`src/sst_pkg.sv`:
```
// Constants and types for the converter start and tracking control block
package sst_pkg;
   // Register indices; byte address is four times the index
   localparam logic [9:0] IDX_CTRL   = 10'h0AA;
   localparam logic [9:0] IDX_CFG    = 10'h0AB;
   localparam logic [9:0] IDX_RESULT = 10'h0B0;
   localparam logic [9:0] IDX_IRQEN  = 10'h0B1;
   localparam int unsigned ADDR_W    = 12;
   // Control register fields
   localparam int unsigned BIT_ON    = 7;
   localparam int unsigned BIT_LPT   = 6;
   localparam int unsigned BIT_DONE  = 5;
   localparam int unsigned BIT_BUSY  = 4;
   localparam int unsigned SRC_LSB   = 1;
   localparam int unsigned SRC_MSB   = 3;
   // Configuration register fields
   localparam int unsigned DIV_LSB   = 3;
   localparam int unsigned DIV_MSB   = 7;
   localparam logic [7:0] CTRL_RESET = 8'h00;
   localparam logic [7:0] CFG_RESET  = 8'hF8;
   localparam logic [7:0] CFG_MASK   = 8'hFB;
   // Start source codes
   localparam logic [2:0] SRC_SW  = 3'h0;
   localparam logic [2:0] SRC_T3  = 3'h1;
   localparam logic [2:0] SRC_EXT = 3'h2;
   localparam logic [2:0] SRC_T2  = 3'h3;
   // Sequence lengths in SAR clocks
   localparam logic [2:0] TRACK_TICKS = 3'h3;
   localparam logic [2:0] LAST_BIT    = 3'h7;
   localparam logic [7:0] FIRST_TRIAL = 8'h80;
   typedef enum logic [1:0] {
      ST_IDLE  = 2'b00,
      ST_TRACK = 2'b01,
      ST_CONV  = 2'b11
   } sst_state_t;
endpackage

```
`src/sst_ctrl.sv`:
```
// Start, tracking and SAR sequencing for the 8-bit converter
//
// Local design decision: the APB slave port.
`timescale 1ns/10ps
`default_nettype none
module sst_ctrl (
   input  wire logic                      CLOCK,
   input  wire logic                      NRST,
   input  wire logic                      PSEL,
   input  wire logic                      PENABLE,
   input  wire logic                      PWRITE,
   input  wire logic [sst_pkg::ADDR_W-1:0] PADDR,
   input  wire logic [31:0]               PWDATA,
   output logic      [31:0]               PRDATA,
   output logic                           PREADY,
   output logic                           PSLVERR,
   input  wire logic                      TIMER3_OVF,
   input  wire logic                      TIMER2_OVF,
   input  wire logic                      COMPANION_START,
   input  wire logic                      EXT_STROBE,
   input  wire logic                      COMP_ABOVE,
   output logic                           CONVERTER_ON,
   output logic                           TRACK_ENABLE,
   output logic      [7:0]                TRIAL_CODE,
   output logic                           CONV_BUSY,
   output logic                           DONE_FLAG,
   output logic                           IRQ
);
   sst_pkg::sst_state_t st_q, st_d;
   logic       on_q, lpt_q, done_q, ie_q, track_q, irq_q;
   logic [2:0] src_q;
   logic [7:0] cfg_q, result_q, trial_q;
   logic [4:0] div_cnt_q;
   logic [2:0] ph_q;
   logic       ext_s1_q, ext_s2_q, ext_s3_q;
   logic       pready_q, pslverr_q;
   logic [31:0] prdata_q;
   logic       setup, acc_wr, hit_ctrl, hit_cfg, hit_res, hit_ie, hit_any;
   logic       sw_go, ext_rise, trig, start, tick, last_tick, trk_end;
   logic [7:0] sar_bit, conv_code_d;

   // Two flops before the strobe is looked at, third one for edge finding
   always_ff @(posedge CLOCK or negedge NRST) begin
      if (!NRST) begin
         ext_s1_q <= 1'b0;
         ext_s2_q <= 1'b0;
         ext_s3_q <= 1'b0;
      end else begin
         ext_s1_q <= EXT_STROBE;
         ext_s2_q <= ext_s1_q;
         ext_s3_q <= ext_s2_q;
      end
   end
   assign ext_rise = ext_s2_q & ~ext_s3_q;

   // Address decode; low address bits must be zero for a word hit
   assign setup    = PSEL & ~PENABLE;
   assign hit_ctrl = (PADDR[11:2] == sst_pkg::IDX_CTRL)
                     && (PADDR[1:0] == 2'h0);
   assign hit_cfg  = (PADDR[11:2] == sst_pkg::IDX_CFG) && (PADDR[1:0] == 2'h0);
   assign hit_res  = (PADDR[11:2] == sst_pkg::IDX_RESULT)
                     && (PADDR[1:0] == 2'h0);
   assign hit_ie   = (PADDR[11:2] == sst_pkg::IDX_IRQEN)
                     && (PADDR[1:0] == 2'h0);
   assign hit_any  = hit_ctrl | hit_cfg | hit_res | hit_ie;
   assign acc_wr   = PSEL & PENABLE & pready_q & PWRITE & ~pslverr_q;

   // Ready rises in the first access cycle, so every transfer has no wait
   always_ff @(posedge CLOCK or negedge NRST) begin
      if (!NRST) begin
         pready_q  <= 1'b0;
         pslverr_q <= 1'b0;
         prdata_q  <= 32'h00000000;
      end else begin
         pready_q  <= setup;
         pslverr_q <= setup & ~hit_any;
         prdata_q  <= 32'h00000000;
         if (setup && !PWRITE) begin
            if (hit_ctrl) begin
               // Bit 0 has no storage and always reads zero
               prdata_q[7:0] <= {on_q, lpt_q, done_q, CONV_BUSY,
                                 src_q, 1'b0};
            end else if (hit_cfg) begin
               prdata_q[7:0] <= cfg_q;
            end else if (hit_res) begin
               prdata_q[7:0] <= result_q;
            end else if (hit_ie) begin
               prdata_q[0] <= ie_q;
            end
         end
      end
   end

   // Control fields; the busy bit is not stored, a write of one is a command
   always_ff @(posedge CLOCK or negedge NRST) begin
      if (!NRST) begin
         on_q  <= sst_pkg::CTRL_RESET[sst_pkg::BIT_ON];
         lpt_q <= sst_pkg::CTRL_RESET[sst_pkg::BIT_LPT];
         src_q <= sst_pkg::CTRL_RESET[sst_pkg::SRC_MSB:sst_pkg::SRC_LSB];
      end else if (acc_wr && hit_ctrl) begin
         on_q  <= PWDATA[sst_pkg::BIT_ON];
         lpt_q <= PWDATA[sst_pkg::BIT_LPT];
         src_q <= PWDATA[sst_pkg::SRC_MSB:sst_pkg::SRC_LSB];
      end
   end

   // Divider setting and gain bits; bit 2 has no storage
   always_ff @(posedge CLOCK or negedge NRST) begin
      if (!NRST) begin
         cfg_q <= sst_pkg::CFG_RESET;
         ie_q  <= 1'b0;
      end else begin
         if (acc_wr && hit_cfg) begin
            cfg_q <= PWDATA[7:0] & sst_pkg::CFG_MASK;
         end
         if (acc_wr && hit_ie) begin
            ie_q <= PWDATA[0];
         end
      end
   end

   // Completion flag: a completion in the clearing cycle wins over the clear
   always_ff @(posedge CLOCK or negedge NRST) begin
      if (!NRST) begin
         done_q <= 1'b0;
      end else if (last_tick) begin
         done_q <= 1'b1;
      end else if (acc_wr && hit_ctrl) begin
         done_q <= PWDATA[sst_pkg::BIT_DONE];
      end
   end

   // The start bit acts with the source code already held, not the one
   // written in the same transfer
   assign sw_go = acc_wr & hit_ctrl & PWDATA[sst_pkg::BIT_BUSY];

   // Start trigger chosen by the source field
   always_comb begin
      trig = 1'b0;
      if (src_q[2]) begin
         trig = COMPANION_START;
      end else begin
         unique case (src_q[1:0])
            2'h0: trig = sw_go;
            2'h1: trig = TIMER3_OVF;
            2'h2: trig = ext_rise;
            2'h3: trig = TIMER2_OVF;
         endcase
      end
   end

   // Only an enabled, idle converter takes a trigger
   assign start = on_q & (st_q == sst_pkg::ST_IDLE) & trig;

   // SAR clock enable: one tick every divider+1 system clocks
   assign tick      = (div_cnt_q == cfg_q[sst_pkg::DIV_MSB:sst_pkg::DIV_LSB]);
   assign trk_end   = (st_q == sst_pkg::ST_TRACK) & tick
                      & (ph_q == sst_pkg::TRACK_TICKS - 3'h1);
   assign last_tick = on_q & (st_q == sst_pkg::ST_CONV) & tick
                      & (ph_q == sst_pkg::LAST_BIT);

   // Sequence: idle, optional three tick track, eight tick conversion
   always_comb begin
      st_d = st_q;
      unique case (st_q)
         sst_pkg::ST_IDLE: begin
            if (start) begin
               // Strobe mode already tracked while the strobe was low
               if (lpt_q && (src_q != sst_pkg::SRC_EXT)) begin
                  st_d = sst_pkg::ST_TRACK;
               end else begin
                  st_d = sst_pkg::ST_CONV;
               end
            end
         end
         sst_pkg::ST_TRACK: begin
            if (trk_end) begin
               st_d = sst_pkg::ST_CONV;
            end
         end
         sst_pkg::ST_CONV: begin
            if (last_tick) begin
               st_d = sst_pkg::ST_IDLE;
            end
         end
         default: st_d = sst_pkg::ST_IDLE;
      endcase
      // Disabling aborts any sequence without setting the done flag
      if (!on_q) begin
         st_d = sst_pkg::ST_IDLE;
      end
   end

   always_ff @(posedge CLOCK or negedge NRST) begin
      if (!NRST) begin
         st_q <= sst_pkg::ST_IDLE;
      end else begin
         st_q <= st_d;
      end
   end

   // Divider and phase restart on each state change so ticks stay aligned
   always_ff @(posedge CLOCK or negedge NRST) begin
      if (!NRST) begin
         div_cnt_q <= 5'h00;
         ph_q      <= 3'h0;
      end else if (st_d != st_q || st_q == sst_pkg::ST_IDLE) begin
         div_cnt_q <= 5'h00;
         ph_q      <= 3'h0;
      end else if (tick) begin
         div_cnt_q <= 5'h00;
         ph_q      <= ph_q + 3'h1;
      end else begin
         div_cnt_q <= div_cnt_q + 5'h01;
      end
   end

   // Successive approximation: keep or drop the bit on trial, try the next
   assign sar_bit     = sst_pkg::FIRST_TRIAL >> ph_q;
   assign conv_code_d = (trial_q & ~sar_bit) | (COMP_ABOVE ? sar_bit : 8'h00)
                        | (sar_bit >> 1);

   always_ff @(posedge CLOCK or negedge NRST) begin
      if (!NRST) begin
         trial_q  <= 8'h00;
         result_q <= 8'h00;
      end else begin
         if (st_d == sst_pkg::ST_CONV && st_q != sst_pkg::ST_CONV) begin
            trial_q <= sst_pkg::FIRST_TRIAL;
         end else if (st_q == sst_pkg::ST_CONV && tick) begin
            trial_q <= conv_code_d;
         end
         if (last_tick) begin
            result_q <= conv_code_d;
         end
      end
   end

   // Track switch: closed whenever enabled and idle in normal mode, limited in low power mode
   always_ff @(posedge CLOCK or negedge NRST) begin
      if (!NRST) begin
         track_q <= 1'b0;
      end else if (!on_q) begin
         track_q <= 1'b0;
      end else if (st_d == sst_pkg::ST_IDLE) begin
         track_q <= ~lpt_q
                    | ((src_q == sst_pkg::SRC_EXT) & ~ext_s2_q);
      end else begin
         track_q <= (st_d == sst_pkg::ST_TRACK);
      end
   end

   // Interrupt request follows the flag so it stays until software clears
   always_ff @(posedge CLOCK or negedge NRST) begin
      if (!NRST) begin
         irq_q <= 1'b0;
      end else begin
         irq_q <= ie_q & (done_q | last_tick);
      end
   end

   assign PRDATA       = prdata_q;
   assign PREADY       = pready_q;
   assign PSLVERR      = pslverr_q;
   assign CONVERTER_ON = on_q;
   assign TRACK_ENABLE = track_q;
   assign TRIAL_CODE   = trial_q;
   assign CONV_BUSY    = (st_q != sst_pkg::ST_IDLE);
   assign DONE_FLAG    = done_q;
   assign IRQ          = irq_q;
endmodule
`default_nettype wire

```
`config.mk`:
```
export PLATFORM = sky130hd
export DESIGN_NAME = sst_ctrl
export DESIGN_NICKNAME = d
export VERILOG_FILES = /design/src/sst_pkg.sv /design/src/sst_ctrl.sv
export SDC_FILE = /design/constraint.sdc
export NUM_CORES = 1
export LEC_CHECK = 0
export ABC_AREA = 1
export BUFFER_PORTS_ARGS = -buffer_cell sky130_fd_sc_hd__buf_2
export CORE_MARGIN = 2
export CORE_UTILIZATION = 35
export DETAILED_ROUTE_END_ITERATION = 7
export HOLD_SLACK_MARGIN = 0.12
export PLACE_DENSITY = 0.69
export SLEW_MARGIN = 20
export SYNTH_ARGS = -nofsm -noshare
export SYNTH_HDL_FRONTEND = slang
export SYNTH_SLANG_ARGS = --single-unit
```
`constraint.sdc`:
```
create_clock -name CLOCK -period 5.1 [get_ports CLOCK]
set_input_delay 1.275 -clock CLOCK [delete_from_list [all_inputs] [get_ports CLOCK]]
set_output_delay 1.275 -clock CLOCK [all_outputs]
set_load 0.02 [all_outputs]
```
# Word-level counts from Yosys, hierarchy flattened
# Index checks and enable logic that the tools add are counted.
op_classes:
  addsub: 2
  n_eq_ne: 18
  shift: 1
  mux: 25
  n_bitwise: 33
  reduce_logical: 21
ops:
  columns: ["operator", "count"]
  rows:
  - ["$mux W8", 6]
  - ["$eq A10 B8 Y1 const B", 4]
  - ["$and A1 B1 Y1", 18]
  - ["$logic_and A1 B1 Y1", 11]
  - ["$mux W2", 5]
  - ["$mux W5", 2]
  - ["$and A8 B8 Y8", 1]
  - ["$eq A2 B2 Y1 const B", 4]
  - ["$logic_not A2 Y1", 4]
  - ["$not A8 Y8", 1]
  - ["$or A8 B7 Y8", 1]
  - ["$or A8 B8 Y8", 1]
  - ["$reduce_bool A2 Y1", 4]
  - ["$shr A8 B3 Y8 const A", 1]
  - ["$mux W1", 7]
  - ["$mux W7", 1]
  - ["$eq A2 B1 Y1 const B", 3]
  - ["$eq A3 B2 Y1 const B", 2]
  - ["$mux W3", 2]
  - ["$not A1 Y1", 6]
  - ["$pmux W2 S3", 1]
  - ["$add A5 B1 Y5 const B", 1]
  - ["$eq A5 B5 Y1", 1]
  - ["$or A1 B1 Y1", 5]
  - ["other kinds (8)", 8]
word_totals:
  reg_bits: 55
  input_bits: 54
  out_inout_bits: 47
  wordCells: 119

# Depth between registers and ports, before layout
# Gate-level depths: netlist (run 1).
depth:
  depth_word: 15
  mapped_depth: 14
  mapped_depth_nobuf: 14

# Worst setup path before layout (run 1)
# No wires, ideal clock.
synth_path:
  path_kind: "input to register"
  start: "input port PADDR[11] (netlist name)"
  end: "register ph_q[1]"
  setup_ns: 0.122
  arrival_ns: 2.348
  required_ns: 4.978
  slack_ns: 2.630
  stages: 12
  path_buffers: 0
  path_cell_list: "nor2_1 nand2_1 nor2_2 nand4_1 nand2_1 nand2_1 nand2_1 nand3_1 nand2_2 nand3_4 nand3_4 nor2_2"
synth_between:
  elab_chain_len: 13
  elab_cells_between_ends: 14
  cone_classes: "2 x eq/ne; 6 x mux; 3 x bitwise; 3 x reduce/logical"
synth_lines:
  columns: ["item", "line", "text"]
  rows:
  - ["start, declared", "sst_ctrl.sv:12", "input wire logic [sst_pkg::ADDR_W-1:0] PADDR,"]
  - ["$eq A10 B8 Y1 (*)", "sst_ctrl.sv:58", "assign hit_ctrl = (PADDR[11:2] == sst_pkg::IDX_CTRL)"]
  - ["$logic_and A1 B1 Y1 (*)", "sst_ctrl.sv:59", "&& (PADDR[1:0] == 2'h0);"]
  - ["$and A1 B1 Y1 (*) (2 in a row)", "sst_ctrl.sv:135", "assign sw_go = acc_wr & hit_ctrl & PWDATA[sst_pkg::BIT_BUSY];"]
  - ["$pmux W1 S4 (*)", "sst_ctrl.sv:143", "unique case (src_q[1:0])"]
  - ["$mux W1 (*)", "sst_ctrl.sv:140", "if (src_q[2]) begin"]
  - ["$and A1 B1 Y1 (*)", "sst_ctrl.sv:153", "assign start = on_q & (st_q == sst_pkg::ST_IDLE) & trig;"]
  - ["$mux W2 (*)", "sst_ctrl.sv:167", "if (start) begin"]
  - ["$pmux W2 S3 (*)", "sst_ctrl.sv:165", "unique case (st_q)"]
  - ["$mux W2 (*)", "sst_ctrl.sv:189", "if (!on_q) begin"]
  - ["$ne A2 B2 Y1 (*)", "sst_ctrl.sv:207", "end else if (st_d != st_q || st_q == sst_pkg::ST_IDLE) begin"]
  - ["$logic_or A1 B1 Y1 (*)", "sst_ctrl.sv:207", null]
  - ["$mux W3 / $reduce_bool A2 Y1 (equally long branches)", null, null]
  - ["end signal, assigned", "sst_ctrl.sv:212", "ph_q <= ph_q + 3'h1;"]
  - ["end, declared", "sst_ctrl.sv:34", "logic [2:0] ph_q;"]
# Mark *: on every way between the ends. The rest lies on a longest branch, timed or not.
# A chain may end at the register's enable or synchronous reset.

# Worst setup path after layout (run 1)
layout_path:
  start: "input port PADDR[1] (netlist name)"
  end: "register ph_q[2]"
layout_between:
  elab_chain_len: 13
  elab_cells_between_ends: 14
  cone_classes: "1 x eq/ne; 6 x mux; 3 x bitwise; 4 x reduce/logical"
layout_lines:
  columns: ["item", "line"]
  rows:
  - ["$logic_not A2 Y1 (*)", "sst_ctrl.sv:59"]
  - ["$logic_and A1 B1 Y1 (*)", "sst_ctrl.sv:59"]
  - ["$and A1 B1 Y1 (*) (2 in a row)", "sst_ctrl.sv:135"]
  - ["$pmux W1 S4 (*)", "sst_ctrl.sv:143"]
  - ["$mux W1 (*)", "sst_ctrl.sv:140"]
  - ["$and A1 B1 Y1 (*)", "sst_ctrl.sv:153"]
  - ["$mux W2 (*)", "sst_ctrl.sv:167"]
  - ["$pmux W2 S3 (*)", "sst_ctrl.sv:165"]
  - ["$mux W2 (*)", "sst_ctrl.sv:189"]
  - ["$ne A2 B2 Y1 (*)", "sst_ctrl.sv:207"]
  - ["$logic_or A1 B1 Y1 (*)", "sst_ctrl.sv:207"]
  - ["$mux W3 / $reduce_bool A2 Y1 (equally long branches)", null]
# Marked as above.

==> flow_summary.json, run 1 <==
{
  "status": "finished clean",
  "root_buffer": "clkbuf_8",
  "worst-path-stages": 13,
  "antenna_cells": 0,
  "cap_violations": 0,
  "dp.cells": 510,
  "grtUsageTotal_pct": 14.34,
  "drt_pass1_iterations": 4,
  "die_w_um": 96.42,
  "cp.buffers_inverters": 1,
  "layout.cells.non_filler": 518,
  "hold_path.class": "register to register",
  "place.gp.congestion": 0.8542,
  "dr.first_iter.drc_count": 133,
  "die_h_um": 96.42,
  "synthTopCellsByCount": "nand2_1 (78), dfrtp_1 (50), o21ai_0 (48), inv_1 (44), buf_4 (25)",
  "die_area_um2": 9296,
  "p_seq_share_pct": 53.0,
  "vias": 2421,
  "pwr-share-clk_pct": 40.9,
  "ir_drop_uv": 104.9,
  "crit_top_cell": "nand2_1",
  "final_area_um2": 3400,
  "fin_skew_ns": 0.01126,
  "criticalPathCategory": "primary input to register",
  "setup_violations": 0,
  "finalNetCount": 473,
  "synth_area_leaders": "dfrtp_1 (42%), nand2_1 (9.8%), o21ai_0 (8.0%)",
  "seq_area_um2": 1383,
  "power_density_nw_per_um2": 244.1,
  "fin_tns_setup_ns": 0,
  "finalHoldViolCount": 0,
  "syn2layout_area_growth_pct": 13.73,
  "grt_pass1_vias": 2262,
  "ios": 101,
  "drive_above_1_share_pct": 22.28,
  "synth-seq-area-share_pct": 46.25,
  "async_flop_share_pct": 100.0,
  "rsz0062_at_grt": "no",
  "post_cts_buffers": 0,
  "cts_max_level": 2,
  "critPathCaptureType": "register",
  "cp.required_ns": 5.31,
  "overflow": 0,
  "ys_seq_elements": 55,
  "avgSynthCellArea_um2": 8.326,
  "crit_arrival_ns": 2.75,
  "synth_top_cell_area_share_pct": 41.86,
  "netlist_area_um2": 2989,
  "cpPeakStageDelay_ns": 0.21,
  "p_leak_nw": 1.733,
  "synth_warnings": 0,
  "core-area_um2": 8258,
  "timing.final.crit_share_pct": 49.79,
  "p_total_uw": 829.7,
  "route.detailed.drc": 0,
  "cts.sinks": 55,
  "path_clk_slew_ns": 0.10,
  "yosysTopAreaCell": "dfrtp_1",
  "p_comb_share_pct": 6.1,
  "multi_input_area_um2": 1308,
  "clock_latency_ns": 0.31,
  "timing.final.crit_period_ns": 2.539,
  "p_sw_uw": 182.5,
  "synth_cells": 359,
  "crit_fanout": 9,
  "fillers": 829,
  "synth_ff_type": "dfrtp_1",
  "critical_path.top_delay_family": "simple AND/OR/NAND/NOR gates",
  "clock_path_buffers": 2,
  "grt_antenna_before_repair": 0,
  "hold_buffers": 0,
  "max_freq_mhz": 393.8,
  "dp_hpwl_um": 4795,
  "synthDistinctLibCells": 33,
  "post_cts_resized": 0,
  "portBuffers": 52,
  "grt_max_degree": 56,
  "wl_um": 6353,
  "synth.most_common_cell": "nand2_1",
  "grt_pass1_wl_um": 10260,
  "relSlewSlack_pct": 53.52,
  "crit_slowest_cell": "nand3_4",
  "viasPerCell": 4.674,
  "rows": 33,
  "power.share.switching_pct": 21.99,
  "r2r_cells": 10,
  "wl_per_cell_um": 12.26,
  "drv_slew": 0,
  "placed_cell_area_um2": 3267,
  "tightest_slew_ns": 0.6972,
  "start_util_pct": 36.20,
  "cts_tree": "yes",
  "cp-start-kind": "primary input",
  "cts_buffers": 5,
  "whs_ns": 0.3570,
  "postRouteAntennaNets": 0,
  "cp_cell_sequence": "buf_2 -> nor2_1 -> nand2_1 -> nor2_2 -> nand4_1 -> nand2_1 -> nand2_1 -> nand2_1 -> nand3_1 -> nand2_2 -> nand3_4 -> nand3_4 -> nor2_2",
  "synth-edff-count": 0,
  "cellInternalPower_uw": 647.3,
  "hold_depth": 0
}
## kinds of logic after synthesis
family	Yosys count	share of synthesized area (%)
simple gates	145	23.40
buf+inv	76	12.89
compound gates	65	11.22
flops	55	46.25
fa+ha+maj	7	2.930
xor+xnor	7	2.051
mux	3	1.130
other cells	1	0.1255
## sequential cells by signal, indices dropped and copies added (netlist names), 2 cells and up
register    count
div_cnt_q       5
TRIAL_CODE      8
PRDATA          8
result_q        8
ph_q            3
src_q           3
st_q            2
cfg_q           7
## metal layers
layer | up-vias | part of all wire (%) | GRT usage, % | wire (µm)
li1 | 1207 | - | - | -
met1 | 1123 | 43 | 17.29 | 2727
met2 | 81 | 49 | 25.00 | 3094
met3 | 10 | 6.5 | 3.258 | 410
met4 | 0 | 1.9 | 5.282 | 121
met5 | - | 0 | 0 | 0
## area by class of cell
| cell class | instances | share of cell area, % |
|---|---|---|
| Sequential cell | 55 | 40.67 |
| Multi-Input combinational cell | 251 | 38.46 |
| Timing Repair Buffer | 53 | 7.876 |
| Inverter | 46 | 5.226 |
| Tap cell | 105 | 3.865 |
| Clock buffer | 6 | 2.135 |
| Clock inverter | 2 | 1.767 |
## power groups by stage
stage	clock network [mW]	logic, mW	registers [mW]
after global placement	0	0.0506	0.448
after global routing	0.365	0.0582	0.440
after floorplan	0	0.0383	0.450
final	0.339	0.0510	0.440
after detailed placement	0	0.0513	0.448
after CTS	0.349	0.0515	0.440
## final timing paths
| path | startpoint | endpoint | slack (ns) |
|---|---|---|---|
| setup / recovery | PADDR[1] | ph_q[2] | 2.56 |
| hold / removal | ext_s1_q | ext_s2_q | 0.36 |
| setup reg to reg | cfg_q[3] | ph_q[2] | 3.02 |
| hold reg to reg | ext_s1_q | ext_s2_q | 0.36 |
| max in group asynchronous | NRST | src_q[1] | 3.56 |
| min in group asynchronous | NRST | ext_s2_q | 1.07 |
## through the flow
stage	utilization, %	worst slack, ns
2_1_floorplan	-	2.630
6_report	41.17	2.561
5_1_grt	41.17	2.407
4_1_cts	41.17	2.575
3_5_place_dp	39.56	2.231
3_3_place_gp	39.56	2.263
## cell usage in the layout (no fill, tap or decap), types with 3 or more instances in the layout
cell	netlist	routed
a21oi_1	14	14
buf_2	1	52
clkbuf_8	0	5
conb_1	1	24
dfrtp_1	50	50
dfstp_2	5	5
ha_1	7	7
inv_1	44	44
mux2_2	3	3
nand2_1	78	78
nand2_2	3	3
nand3_1	16	16
nand3_2	3	3
nand4_1	5	5
nor2_1	18	18
nor2_2	9	9
nor3_1	3	3
o21ai_0	48	48
xnor2_1	4	4
xor2_1	3	3
(Power assumes the default switching activity.)
==> run 2: changes to the inputs <==
==> constraint.sdc (replaced) <==
create_clock -name CLOCK -period 2.4 [get_ports CLOCK]
set_input_delay 0.6 -clock CLOCK [delete_from_list [all_inputs] [get_ports CLOCK]]
set_output_delay 0.6 -clock CLOCK [all_outputs]
set_load 0.02 [all_outputs]
==> flow_summary.json, run 2 (synthesized netlist as in run 1, its figures left out) <==
{
  "p_leak_nw": 1.729,
  "final_common_cell": "nand2_1",
  "grt_antenna_before_repair": 0,
  "post_cts_buffers": 0,
  "cp-start-kind": "register",
  "die_w_um": 96.42,
  "overflow": 0,
  "cts_max_level": 2,
  "drv_slew": 0,
  "fin_ws_ns": 0.4843,
  "grtUsageTotal_pct": 14.20,
  "wl_um": 6154,
  "finalHoldViolCount": 0,
  "rows": 33,
  "crit_fanout": 9,
  "start_util_pct": 36.20,
  "relSlewSlack_pct": 54.22,
  "clock_latency_ns": 0.31,
  "drive_above_1_share_pct": 23.08,
  "pre_cts_slack_ns": 0.2015,
  "postRouteAntennaNets": 0,
  "ir_drop_uv": 203.7,
  "setup_violations": 0,
  "route.detailed.drc": 0,
  "portBuffers": 52,
  "grt_max_degree": 56,
  "die_area_um2": 9296,
  "dr.first_iter.drc_count": 166,
  "crit_arrival_ns": 2.11,
  "finalNetCount": 476,
  "hold_path.class": "register to register",
  "tightest_slew_ns": 0.6867,
  "antenna_cells": 0,
  "cts_buffers": 5,
  "place.gp.congestion": 0.8585,
  "timing.final.crit_share_pct": 79.82,
  "status": "finished clean",
  "vias": 2394,
  "rsz0062_at_grt": "no",
  "max_freq_mhz": 522.0,
  "fin_tns_setup_ns": 0,
  "critPathCaptureType": "register",
  "fin_skew_ns": 0.009259,
  "core-area_um2": 8258,
  "clock_path_buffers": 2,
  "cp.required_ns": 2.60,
  "post_cts_resized": 0,
  "criticalPathCategory": "register to register",
  "die_h_um": 96.42,
  "wl_per_cell_um": 11.81,
  "dp_hpwl_um": 4765,
  "timing.final.crit_period_ns": 1.916,
  "cts_tree": "yes",
  "root_buffer": "clkbuf_8",
  "grt_pass1_wl_um": 10280,
  "final_cell_mix": "nand2_1 (78), buf_2 (52), dfrtp_1 (50)",
  "ios": 101,
  "cts.sinks": 55,
  "grt_pass1_vias": 2272,
  "syn2layout_area_growth_pct": 13.35,
  "power_density_nw_per_um2": 468.3,
  "drt_pass1_iterations": 4,
  "cap_violations": 0,
  "hold_buffers": 0,
  "path_clk_slew_ns": 0.10,
  "viasPerCell": 4.595
}
## run 2: cell types whose count changed in the layout (fill, tap and decap cells not counted), sizes merged
cell	before	now
bufinv	2	0
clkinvlp	0	1
clkinv	1	2
buf	53	56
## run 2: where the power goes
group / internal (mW) / total [mW] / leakage (nW) / switching [mW]
registers: 0.932 / 0.934 / 0.661 / 0.00253
clock network: 0.236 / 0.544 / 0.0474 / 0.308
logic: 0.0273 / 0.108 / 1.02 / 0.0812
total: 1.20 / 1.59 / 1.73 / 0.391
## run 2: final cells by class
type,instances,area [µm²]
Clock buffer,6,82.58
Multi-Input combinational cell,251,1308
Timing Repair Buffer,56,290.3
Clock inverter,2,16.27
Inverter,46,177.7
Fill cell,834,4870
Tap cell,105,131.4
Sequential cell,55,1383
## run 2: per-layer routing
metal / track usage [%] / share of wire, %
met3: 3.879 / 6.7
met5: 0 / 0
met1: 16.89 / 44
met4: 4.930 / 1.5
met2: 24.71 / 48
## run 2: path summary, 6_finish.rpt
kind | to | slack (ns) | cells past startpoint | start
setup reg to reg | div_cnt_q[2] | 0.48 | 10 | cfg_q[3]
setup / recovery | div_cnt_q[2] | 0.48 | 10 | cfg_q[3]
hold reg to reg | ext_s2_q | 0.36 | 0 | ext_s1_q
hold / removal | ext_s2_q | 0.36 | 0 | ext_s1_q
min in group asynchronous | src_q[2] | 0.39 | 2 | NRST
max in group asynchronous | cfg_q[1] | 1.54 | 2 | NRST
## run 2: per-stage QoR
| step | power [mW] | utilization, % | area, µm² | std cells | hold WS (ns) |
|---|---|---|---|---|---|
| after floorplan | 1.037 | - | 3075 | 382 | 0.3044 |
| after global placement | 1.061 | 39.83 | 3289 | 513 | 0.3359 |
| after detailed placement | 1.062 | 39.83 | 3289 | 513 | 0.3378 |
| after CTS | 1.606 | 41.03 | 3388 | 521 | 0.3600 |
| after global routing | 1.658 | 41.03 | 3388 | 521 | 0.3676 |
| final | 1.587 | 41.03 | 3388 | 521 | 0.3572 |
## run 2: critical path, stage by stage, from the launching register on
cell and delay, ns:
dfstp_2 0.57, xnor2_1 0.13, nand3_2 0.14, nor2_8 0.21, inv_6 0.07, nor3_2 0.10
nor2_1 0.07, nand2_2 0.10, nand3_4 0.15, nand3_4 0.22, nor2_2 0.05
